## config.mk

```make
export PLATFORM = sky130hd
export DESIGN_NAME = phy_an_regs
export DESIGN_NICKNAME = d
export VERILOG_FILES = /design/src/include/phy_an_pkg.sv /design/src/verilog/sticky_latch.sv /design/src/verilog/phy_an_regs.sv
export SDC_FILE = /design/constraint.sdc
export NUM_CORES = 1
export LEC_CHECK = 0
export BUFFER_PORTS_ARGS = -buffer_cell sky130_fd_sc_hd__buf_2
export CORE_UTILIZATION = 54
export CTS_CLUSTER_SIZE = 12
export DETAILED_ROUTE_END_ITERATION = 10
export HOLD_SLACK_MARGIN = 0.06
export PLACE_DENSITY_LB_ADDON = 0.05
export RECOVER_POWER = 25
export SYNTH_ARGS = -nofsm -noshare
export SYNTH_HDL_FRONTEND = slang
export SYNTH_SLANG_ARGS = --single-unit
```

## constraint.sdc

```tcl
create_clock -name core_clk -period 7.2 [get_ports core_clk]
set_clock_uncertainty 0.05 [all_clocks]
set_input_delay 1.08 -clock core_clk [delete_from_list [all_inputs] [get_ports core_clk]]
set_output_delay 1.08 -clock core_clk [all_outputs]
set_load 0.1 [all_outputs]
```

## src/include/phy_an_pkg.sv

```systemverilog
package phy_an_pkg;
  localparam int          IDX_W          = 4;
  localparam logic [3:0]  IDX_CONTROL    = 4'h0;
  localparam logic [3:0]  IDX_STATUS     = 4'h1;
  localparam logic [3:0]  IDX_ID_LOW     = 4'h3;
  localparam logic [3:0]  IDX_ADV        = 4'h4;
  localparam logic [3:0]  IDX_LP_BASE    = 4'h5;
  localparam logic [3:0]  IDX_EXPANSION  = 4'h6;
  localparam logic [3:0]  IDX_NP_TX      = 4'h7;
  localparam logic [3:0]  IDX_NP_RX      = 4'h8;
  localparam int          CTL_SPEED0     = 13;
  localparam int          CTL_AN_EN      = 12;
  localparam int          CTL_RESTART    = 9;
  localparam int          CTL_DUPLEX     = 8;
  localparam int          CTL_SPEED1     = 6;
  localparam int          STS_AN_DONE    = 5;
  localparam int          STS_AN_ABLE    = 3;
  localparam int          PG_NEXT        = 15;
  localparam int          PG_ACK         = 14;
  localparam int          PG_TOGGLE      = 11;
  localparam int          EXP_PD_FAULT   = 4;
  localparam int          EXP_LP_NP      = 3;
  localparam int          EXP_NP_ABLE    = 2;
  localparam int          EXP_PAGE_RX    = 1;
  localparam int          EXP_LP_AN      = 0;
  localparam logic [15:0] ADV_WR_MASK    = 16'hADFF;
  localparam logic [15:0] ADV_RST        = 16'h01E1;
  localparam logic [15:0] LP_WR_MASK     = 16'h0800;
  localparam logic [15:0] NP_TX_WR_MASK  = 16'hB7FF;
  localparam logic [15:0] NP_TX_RST      = 16'h2001;
  localparam logic        AN_EN_RST      = 1'b1;
  localparam logic [1:0]  HTRANS_NONSEQ  = 2'h2;
endpackage

```

## src/verilog/sticky_latch.sv

```systemverilog
`timescale 1ns/1ps
module sticky_latch (
  input  wire logic core_clk,
  input  wire logic rst,
  input  wire logic ce,
  input  wire logic event_in,
  input  wire logic read_clr,
  output logic      flag
);
  always_ff @(posedge core_clk or posedge rst) begin
    if (rst) begin
      flag <= 1'b0;
    end else if (ce) begin
      flag <= event_in | (flag & ~read_clr);
    end
  end
endmodule

```

## src/verilog/phy_an_regs.sv

```systemverilog
// Local design decision: the AHB-Lite register port.
`timescale 1ns/1ps
module phy_an_regs #(
  parameter logic [5:0] OUI_BITS  = 6'h2A,
  parameter logic [5:0] MODEL_NUM = 6'h15,
  parameter logic [3:0] REV_NUM   = 4'h1
) (
  input  wire logic        core_clk,
  input  wire logic        rst,
  input  wire logic        ce,
  input  wire logic        hsel,
  input  wire logic [31:0] haddr,
  input  wire logic [1:0]  htrans,
  input  wire logic        hwrite,
  input  wire logic [2:0]  hsize,
  input  wire logic [31:0] hwdata,
  input  wire logic        hready,
  output logic             hreadyout,
  output logic             hresp,
  output logic [31:0]      hrdata,
  input  wire logic        page_valid,
  input  wire logic        page_base,
  input  wire logic [15:0] page_word,
  input  wire logic        parallel_fault,
  input  wire logic        an_complete,
  input  wire logic        partner_an_able,
  input  wire logic        tx_page_taken,
  input  wire logic        tx_toggle,
  input  wire logic [1:0]  neg_speed,
  input  wire logic        neg_full_duplex,
  output logic             an_enable,
  output logic             an_restart,
  output logic [15:0]      adv_word,
  output logic [15:0]      np_tx_word,
  output logic [1:0]       link_speed,
  output logic             link_full_duplex
);
  import phy_an_pkg::*;

  // OUI_BITS, MODEL_NUM and REV_NUM defaults are arbitrary identification values
  if (IDX_W < 4) begin : g_idx_check
    $error("Index width too small for the register map");
  end

  function automatic logic [15:0] merge(input logic [15:0] old_val,
                                        input logic [15:0] new_val,
                                        input logic [15:0] mask);
    merge = (old_val & ~mask) | (new_val & mask);
  endfunction

  function automatic logic [15:0] low16(input logic [31:0] word);
    low16 = word[15:0];
  endfunction

  // Bus decode
  logic             wr_pend;
  logic [IDX_W-1:0] wr_idx;
  logic [5:0]       model_num;
  logic [3:0]       rev_num;
  logic [1:0]       speed_sel;
  logic             duplex_sel;
  logic [15:0]      lp_base;
  logic             lp_ack;
  logic [15:0]      np_rx;
  logic             pd_fault_flag;
  logic             page_rx_flag;

  wire              bus_take   = hsel & htrans[1] & hready;
  wire [IDX_W-1:0]  acc_idx    = haddr[IDX_W+1:2];
  wire              addr_in    = (haddr[31:IDX_W+2] == '0);
  wire              rd_take    = bus_take & ~hwrite;
  wire              wr_take    = bus_take & hwrite;
  wire [15:0]       wdata      = low16(hwdata);
  wire              wr_control = wr_pend & (wr_idx == IDX_CONTROL);
  wire              wr_id      = wr_pend & (wr_idx == IDX_ID_LOW);
  wire              wr_adv     = wr_pend & (wr_idx == IDX_ADV);
  wire              wr_lp      = wr_pend & (wr_idx == IDX_LP_BASE);
  wire              wr_np_tx   = wr_pend & (wr_idx == IDX_NP_TX);
  wire              rd_exp     = rd_take & addr_in & (acc_idx == IDX_EXPANSION);
  wire              base_in    = page_valid & page_base;
  wire              next_in    = page_valid & ~page_base;

  // Read words
  wire [15:0] control_word;
  wire [15:0] status_word;
  wire [15:0] id_word;
  wire [15:0] lp_word;
  wire [15:0] exp_word;
  wire [15:0] rd_word;

  assign control_word = (16'h0001 << CTL_SPEED0) & {16{speed_sel[0]}}
                      | (16'h0001 << CTL_AN_EN) & {16{an_enable}}
                      | (16'h0001 << CTL_DUPLEX) & {16{duplex_sel}}
                      | (16'h0001 << CTL_SPEED1) & {16{speed_sel[1]}};
  assign status_word  = (16'h0001 << STS_AN_DONE) & {16{an_complete & an_enable}}
                      | (16'h0001 << STS_AN_ABLE);
  assign id_word      = {OUI_BITS, model_num, rev_num};
  assign lp_word      = lp_base | ((16'h0001 << PG_ACK) & {16{lp_ack}});
  assign exp_word     = (16'h0001 << EXP_PD_FAULT) & {16{pd_fault_flag}}
                      | (16'h0001 << EXP_LP_NP) & {16{lp_base[PG_NEXT]}}
                      | (16'h0001 << EXP_NP_ABLE)
                      | (16'h0001 << EXP_PAGE_RX) & {16{page_rx_flag}}
                      | (16'h0001 << EXP_LP_AN) & {16{partner_an_able}};

  assign rd_word = !addr_in                  ? 16'h0000 :
                   acc_idx == IDX_CONTROL    ? control_word :
                   acc_idx == IDX_STATUS     ? status_word :
                   acc_idx == IDX_ID_LOW     ? id_word :
                   acc_idx == IDX_ADV        ? adv_word :
                   acc_idx == IDX_LP_BASE    ? lp_word :
                   acc_idx == IDX_EXPANSION  ? exp_word :
                   acc_idx == IDX_NP_TX      ? np_tx_word :
                   acc_idx == IDX_NP_RX      ? np_rx :
                   16'h0000;

  // Bus slave: reads answer with no wait, writes take one wait cycle
  always_ff @(posedge core_clk or posedge rst) begin
    if (rst) begin
      wr_pend   <= 1'b0;
      wr_idx    <= '0;
      hreadyout <= 1'b1;
      hresp     <= 1'b0;
      hrdata    <= 32'h0000_0000;
    end else if (ce) begin
      wr_pend   <= wr_take & addr_in;
      wr_idx    <= acc_idx;
      hreadyout <= ~wr_take;
      hresp     <= 1'b0;
      if (rd_take) begin
        hrdata <= {16'h0000, rd_word};
      end
    end
  end

  // Control, own mode bits
  always_ff @(posedge core_clk or posedge rst) begin
    if (rst) begin
      an_enable  <= AN_EN_RST;
      an_restart <= 1'b0;
      speed_sel  <= 2'h0;
      duplex_sel <= 1'b0;
    end else if (ce) begin
      an_restart <= wr_control & wdata[CTL_RESTART];
      if (wr_control) begin
        an_enable  <= wdata[CTL_AN_EN];
        speed_sel  <= {wdata[CTL_SPEED1], wdata[CTL_SPEED0]};
        duplex_sel <= wdata[CTL_DUPLEX];
      end
    end
  end

  always_ff @(posedge core_clk or posedge rst) begin
    if (rst) begin
      link_speed       <= 2'h0;
      link_full_duplex <= 1'b0;
    end else if (ce) begin
      link_speed       <= an_enable ? neg_speed : speed_sel;
      link_full_duplex <= an_enable ? neg_full_duplex : duplex_sel;
    end
  end

  // Identifier fields
  always_ff @(posedge core_clk or posedge rst) begin
    if (rst) begin
      model_num <= MODEL_NUM;
      rev_num   <= REV_NUM;
    end else if (ce && wr_id) begin
      model_num <= wdata[9:4];
      rev_num   <= wdata[3:0];
    end
  end

  // Local advertisement
  always_ff @(posedge core_clk or posedge rst) begin
    if (rst) begin
      adv_word <= ADV_RST;
    end else if (ce && wr_adv) begin
      adv_word <= merge(adv_word, wdata, ADV_WR_MASK);
    end
  end

  // Partner base page
  always_ff @(posedge core_clk or posedge rst) begin
    if (rst) begin
      lp_base <= 16'h0000;
      lp_ack  <= 1'b0;
    end else if (ce) begin
      if (base_in) begin
        lp_base <= page_word & ~(16'h0001 << PG_ACK) & ~16'h1000;
        lp_ack  <= 1'b1;
      end else if (wr_lp) begin
        lp_base <= merge(lp_base, wdata, LP_WR_MASK);
      end
    end
  end

  // Next page transmit word
  always_ff @(posedge core_clk or posedge rst) begin
    if (rst) begin
      np_tx_word <= NP_TX_RST;
    end else if (ce) begin
      if (wr_np_tx) begin
        np_tx_word <= merge(np_tx_word, wdata, NP_TX_WR_MASK);
      end
      if (tx_page_taken) begin
        np_tx_word[PG_TOGGLE] <= ~tx_toggle;
      end
    end
  end

  // Partner next page receive word
  always_ff @(posedge core_clk or posedge rst) begin
    if (rst) begin
      np_rx <= 16'h0000;
    end else if (ce && next_in) begin
      np_rx <= page_word & ~16'h4000 | ((16'h0001 << PG_ACK) & {16{page_word[PG_ACK]}});
    end
  end

  // Latched-high expansion flags
  sticky_latch u_pd_fault (
    .core_clk (core_clk),
    .rst      (rst),
    .ce       (ce),
    .event_in (parallel_fault),
    .read_clr (rd_exp),
    .flag     (pd_fault_flag)
  );

  sticky_latch u_page_rx (
    .core_clk (core_clk),
    .rst      (rst),
    .ce       (ce),
    .event_in (page_valid),
    .read_clr (rd_exp),
    .flag     (page_rx_flag)
  );

  wire unused_ok = &{1'b0, hsize, hwdata[31:16], haddr[1:0]};
endmodule

```

## Word level (Yosys, flattened, before mapping)

Cells that the tools add are included.

- Bits in writable memories: 0
- Memories: 0
- Bits in registers: 107
- Output and inout bits: 71
- Memory bits (read-only): 0
- Bits in latches: 0
- Logic and storage cells: 96
- Input port bits: 101

- Bitwise gates (word level): 36
- Equal/unequal tests: 11
- Add/subtract/negate cells: 0
- Reduce and logical (&&, ||, !) cells: 14
- Muxes and demuxes: 15
- Shift operators: 0
- Order comparisons: 0
- Multipliers: 0
- Div/mod/pow operators: 0

Operators with widths:

| cell | number |
|---|---|
| $mux 16 | 11 |
| $or 15x16->16 | 2 |
| $or 16x15->16 | 2 |
| $eq 4x3->1 const B | 7 |
| $logic_not 26->1 | 1 |
| $and 1x1->1 | 18 |
| $or 16x12->16 | 1 |
| $or 14x13->14 | 1 |
| $or 14x7->14 | 1 |
| $or 14x9->14 | 1 |
| $mux 12 | 1 |
| $reduce_and 2->1 | 6 |
| $eq 4x2->1 const B | 2 |
| $logic_not 4->1 | 2 |
| $not 1->1 | 5 |
| $or 5x1->5 | 1 |
| $or 5x2->5 | 1 |
| $or 5x4->5 | 1 |
| $eq 4x1->1 const B | 1 |
| $eq 4x4->1 const B | 1 |
| $reduce_bool 2->1 | 2 |
| $logic_and 1x1->1 | 3 |
| $mux 1 | 2 |
| $mux 2 | 1 |
| $or 1x1->1 | 2 |

## Longest topological paths before layout

- Depth in word-level cells: 10
- Mapped depth: 7
- Mapped depth without buffers: 5

## Hierarchy

From an unflattened synthesis, not the netlist that was laid out.

- Cell total of the unflattened synthesis: 445
- Area total of the unflattened synthesis: 4,979.8 um^2

By module, submodules not included:

| module | instances | cells an instance | area an instance (um^2) | sequential area each (um^2) |
|---|---|---|---|---|
| phy_an_regs | 1 | 437 | 4,897.2 | 2,493.6 |
| sticky_latch | 2 | 4 | 41.3 | 25.0 |

## Least setup slack after synthesis

No wires, ideal clock.

- Kind: input to register
- Start point: input port haddr[13]
- End point: register hrdata[5]
- Stages: 5
- Library setup time: 0.069 ns
- Arrival: 2.330 ns
- Slack: 4.751 ns
- Buffers on the path: 0
- Required time: 7.081 ns
- Path through: nor4_1 > nand4_1 > or3_4 > a211oi_2 > a22o_1

- Word-level cells in the longest chain between the ends: 2

Ends and longest elaborated chain:

| element | RTL line | text |
|---|---|---|
| start, declared | phy_an_regs.sv:12 | `input wire logic [31:0] haddr,` |
| $logic_not 26->1 | phy_an_regs.sv:70 | `wire addr_in = (haddr[31:IDX_W+2] == '0);` |
| $mux 16 | phy_an_regs.sv:105 | `assign rd_word = !addr_in ? 16'h0000 :` |
| end signal, assigned | phy_an_regs.sv:130 | `hrdata <= {16'h0000, rd_word};` |
| end, declared | phy_an_regs.sv:20 | `output logic [31:0] hrdata,` |

No other way between the ends.
A chain may end at the register's enable or synchronous reset.

==> reports/qor.yml <==
status: "finished, violations left"
violations: "DRC"
crit_path_max_fanout: 24
maxSlewHeadroom_pct: 4.168
fin_crit_ns: 3.210
intPower_w: 0.0008155
whs_ns: 0.4360
power_frac_comb_pct: 18.6
postSynthCellCount: 434
yosys.cell_types.count: 53
max-vdd-ir-drop_uv: 173.7
place_congestion: 0.7965
reg2reg_to: "np_tx_word[6]$_DFFE_PP0P_"
dr_total_vias: 3775
cpPeakStageDelay_ns: 0.80
grt_util_all_layers_pct: 25.86
finalCritPeriodShare_pct: 44.59
cts.repair.resized: 0
yosys_most_used_dff: "dfrtp_1"
ctsHoldBuffers: 0
synth.most_common_cell: "dfrtp_1"
cp_top_family: "buffers and inverters"
synth_seq_cells: 101
fmax_mhz: 311.5
fillers: 771
multi_input_area_mm2: 0.002193
postRouteAntennaNets: 0
ys.warnings.count: 0
cp.buffers_inverters: 2
r2r_cells: 3
drtIter0Drc: 175
synth_common_cells: "dfrtp_1, mux2_2, nand2_1, buf_4, a21oi_1"
critPathKind: "input pin to flop"
p_switching_w: 0.0003796
dpl.hpwl_um: 8654
drc_errors: 12
clockBufferDepth: 2
seq_power_share_pct: 52.9
htreeDepth: 3
io_pins: 172
cts.clk_slew.worst_paths_ns: 0.10
cp.arrival_ns: 3.42
min_to: "hrdata[7]$_DFFE_PP0P_"
numCtsBuffers: 9
initial_utilization_pct: 56.49
powerDensity_mw_per_mm2: 208.3
reg2reg_slack_ns: 5.18
grt_overflow: 0
antenna_found_initial: 0
placement.io_buffers: 127
root_buffer: "clkbuf_8"
switching_share_pct: 31.76
worst_slew_pin_slew_ns: 1.430
critPathLaunchType: "input pin"
ys_seq_area_share_pct: 51.13
rows: 34
p_clk_share_pct: 28.4
critPathRequiredTime_ns: 7.41
crit_path_end_kind: "flop"
dieArea_mm2: 0.009600
min_path_type: "flop to flop"
via_per_inst: 5.746
tritoncts: "yes"
syn_area_per_cell_um2: 11.46
rsz0062_at_grt: "false"
core_mm2: 0.008806
leakage_nw: 2.737
setup_tns_ns: 0
drive_above_1_share_pct: 43.72
ys_async_sr_fraction_pct: 100.0
wire_per_inst_um: 18.11
synth_top_area_share_pct: 44.27
grt_pass1_vias: 3604
die_x_um: 97.98
clock_latency_ns: 0.37
setup_viol: 0
grt_first_pass_wirelength_um: 19170
slew_viol_final: 0
antenna_cells: 0
syn_to_final_growth_pct: 15.32
r2r-start: "wr_idx[3]$_DFFE_PP0P_"
hold_viol: 0
maxCapViolations: 0
synth_area_mm2: 0.004975
crit_slowest_cell: "clkbuf_1"
hold_start: "hrdata[7]$_DFFE_PP0P_"
hold_depth: 2
grt_max_degree: 71
crit_path_cell_trace: "clkbuf_1, nand3b_2, inv_1, nand4_1, a22o_1"
yosys-top-cells-area: "dfrtp_1, mux2_2, dfstp_2"
post-cts-setup-buffers: 0
yosysTopAreaCell: "dfrtp_1"
cts.sinks: 101
fp.dieH_um: 97.98
synth_edf_count: 0
wirelength_um: 11900
drtPass1Iterations: 8
regArea_mm2: 0.002544
nets: 646
## power by group through the flow
stage | sequential [W] | clock, W | combinational (W)
floorplan | 0.000671 | 0 | 0.000147
global placement | 0.000641 | 0 | 0.000219
detailed placement | 0.000643 | 0 | 0.000223
CTS | 0.000632 | 0.000349 | 0.000224
global route | 0.000638 | 0.000369 | 0.000238
finish | 0.000633 | 0.000340 | 0.000223
## through the flow
step	cells	utilization [%]	cell area (µm²)	power [W]	setup WS (ns)
after floorplan	454	-	5050	0.0008188	3.444
after global placement	642	63.13	5559	0.0008606	3.868
after detailed placement	642	63.13	5559	0.0008667	3.794
after CTS	657	65.17	5739	0.001205	4.172
after global routing	657	65.15	5737	0.001245	3.830
final	657	65.15	5737	0.001195	3.990
## placed cells by master (no fill, tap or decap), types with 9 or more instances in the layout
cell,instances
buf_2,126
dfrtp_1,88
mux2_2,73
nand2_1,32
conb_1,21
a21oi_1,19
o21ai_0,18
nand2b_1,14
dfstp_2,13
nor2b_1,10
a22oi_1,10
clkbuf_8,10
nor2_1,9
## state kept, by name, indices dropped and copies added, names as in the netlist
name / cells
hrdata: 16
np_rx: 16
np_tx_word: 15
lp_base: 14
adv_word: 13
model_num: 6
rev_num: 4
wr_idx: 4
link_speed: 2
speed_sel: 2
an_enable: 1
an_restart: 1
duplex_sel: 1
hreadyout: 1
link_full_duplex: 1
lp_ack: 1
u_page_rx.flag: 1
u_pd_fault.flag: 1
wr_pend: 1
## metal layers
metal	GRT usage, %	vias up	wire length, µm
met3	3.722	14	692
met2	39.49	143	5707
met1	38.20	1857	5348
met4	8.275	0	152
li1	-	1761	-
met5	0	-	0
## worst reg2reg max path, cell delays in order, from the launching register on
cell and delay (ns):
dfrtp_1 0.39, nand4b_1 0.23, nor2_2 0.81, mux2_2 0.43
## area by class of cell
cell class	instances	area share (%)
inverters	9	0.6107
repair buffers	129	11.32
clock buffers	10	2.399
clock inverters	5	0.7415
flip-flops and latches	101	44.34
well taps	108	2.356
multi-input cells	295	38.23
## logic make-up after synthesis
family,after synthesis,share of synthesized area (%)
multiplexers,78,17.53
buffers and inverters,58,6.338
flip-flops,101,51.13
other,1,0.07538
AO/OA/AOI/OAI,94,13.00
AND/OR/NAND/NOR,102,11.92
## worst max-delay path by stage
stage,start,end,slack [ns],cells past startpoint
detailed placement,haddr[4],hrdata[11]$_DFFE_PP0P_,3.79,6
floorplan,rst,adv_word[10]$_DFFE_PP0P_,3.44,1
global placement,haddr[4],hrdata[11]$_DFFE_PP0P_,3.87,6
global route,ce,hrdata[10]$_DFFE_PP0P_,3.83,5
CTS,haddr[4],hrdata[11]$_DFFE_PP0P_,4.17,6
finish,ce,u_page_rx.flag$_DFFE_PP0P_,3.99,5
(Power assumes the default switching activity.)
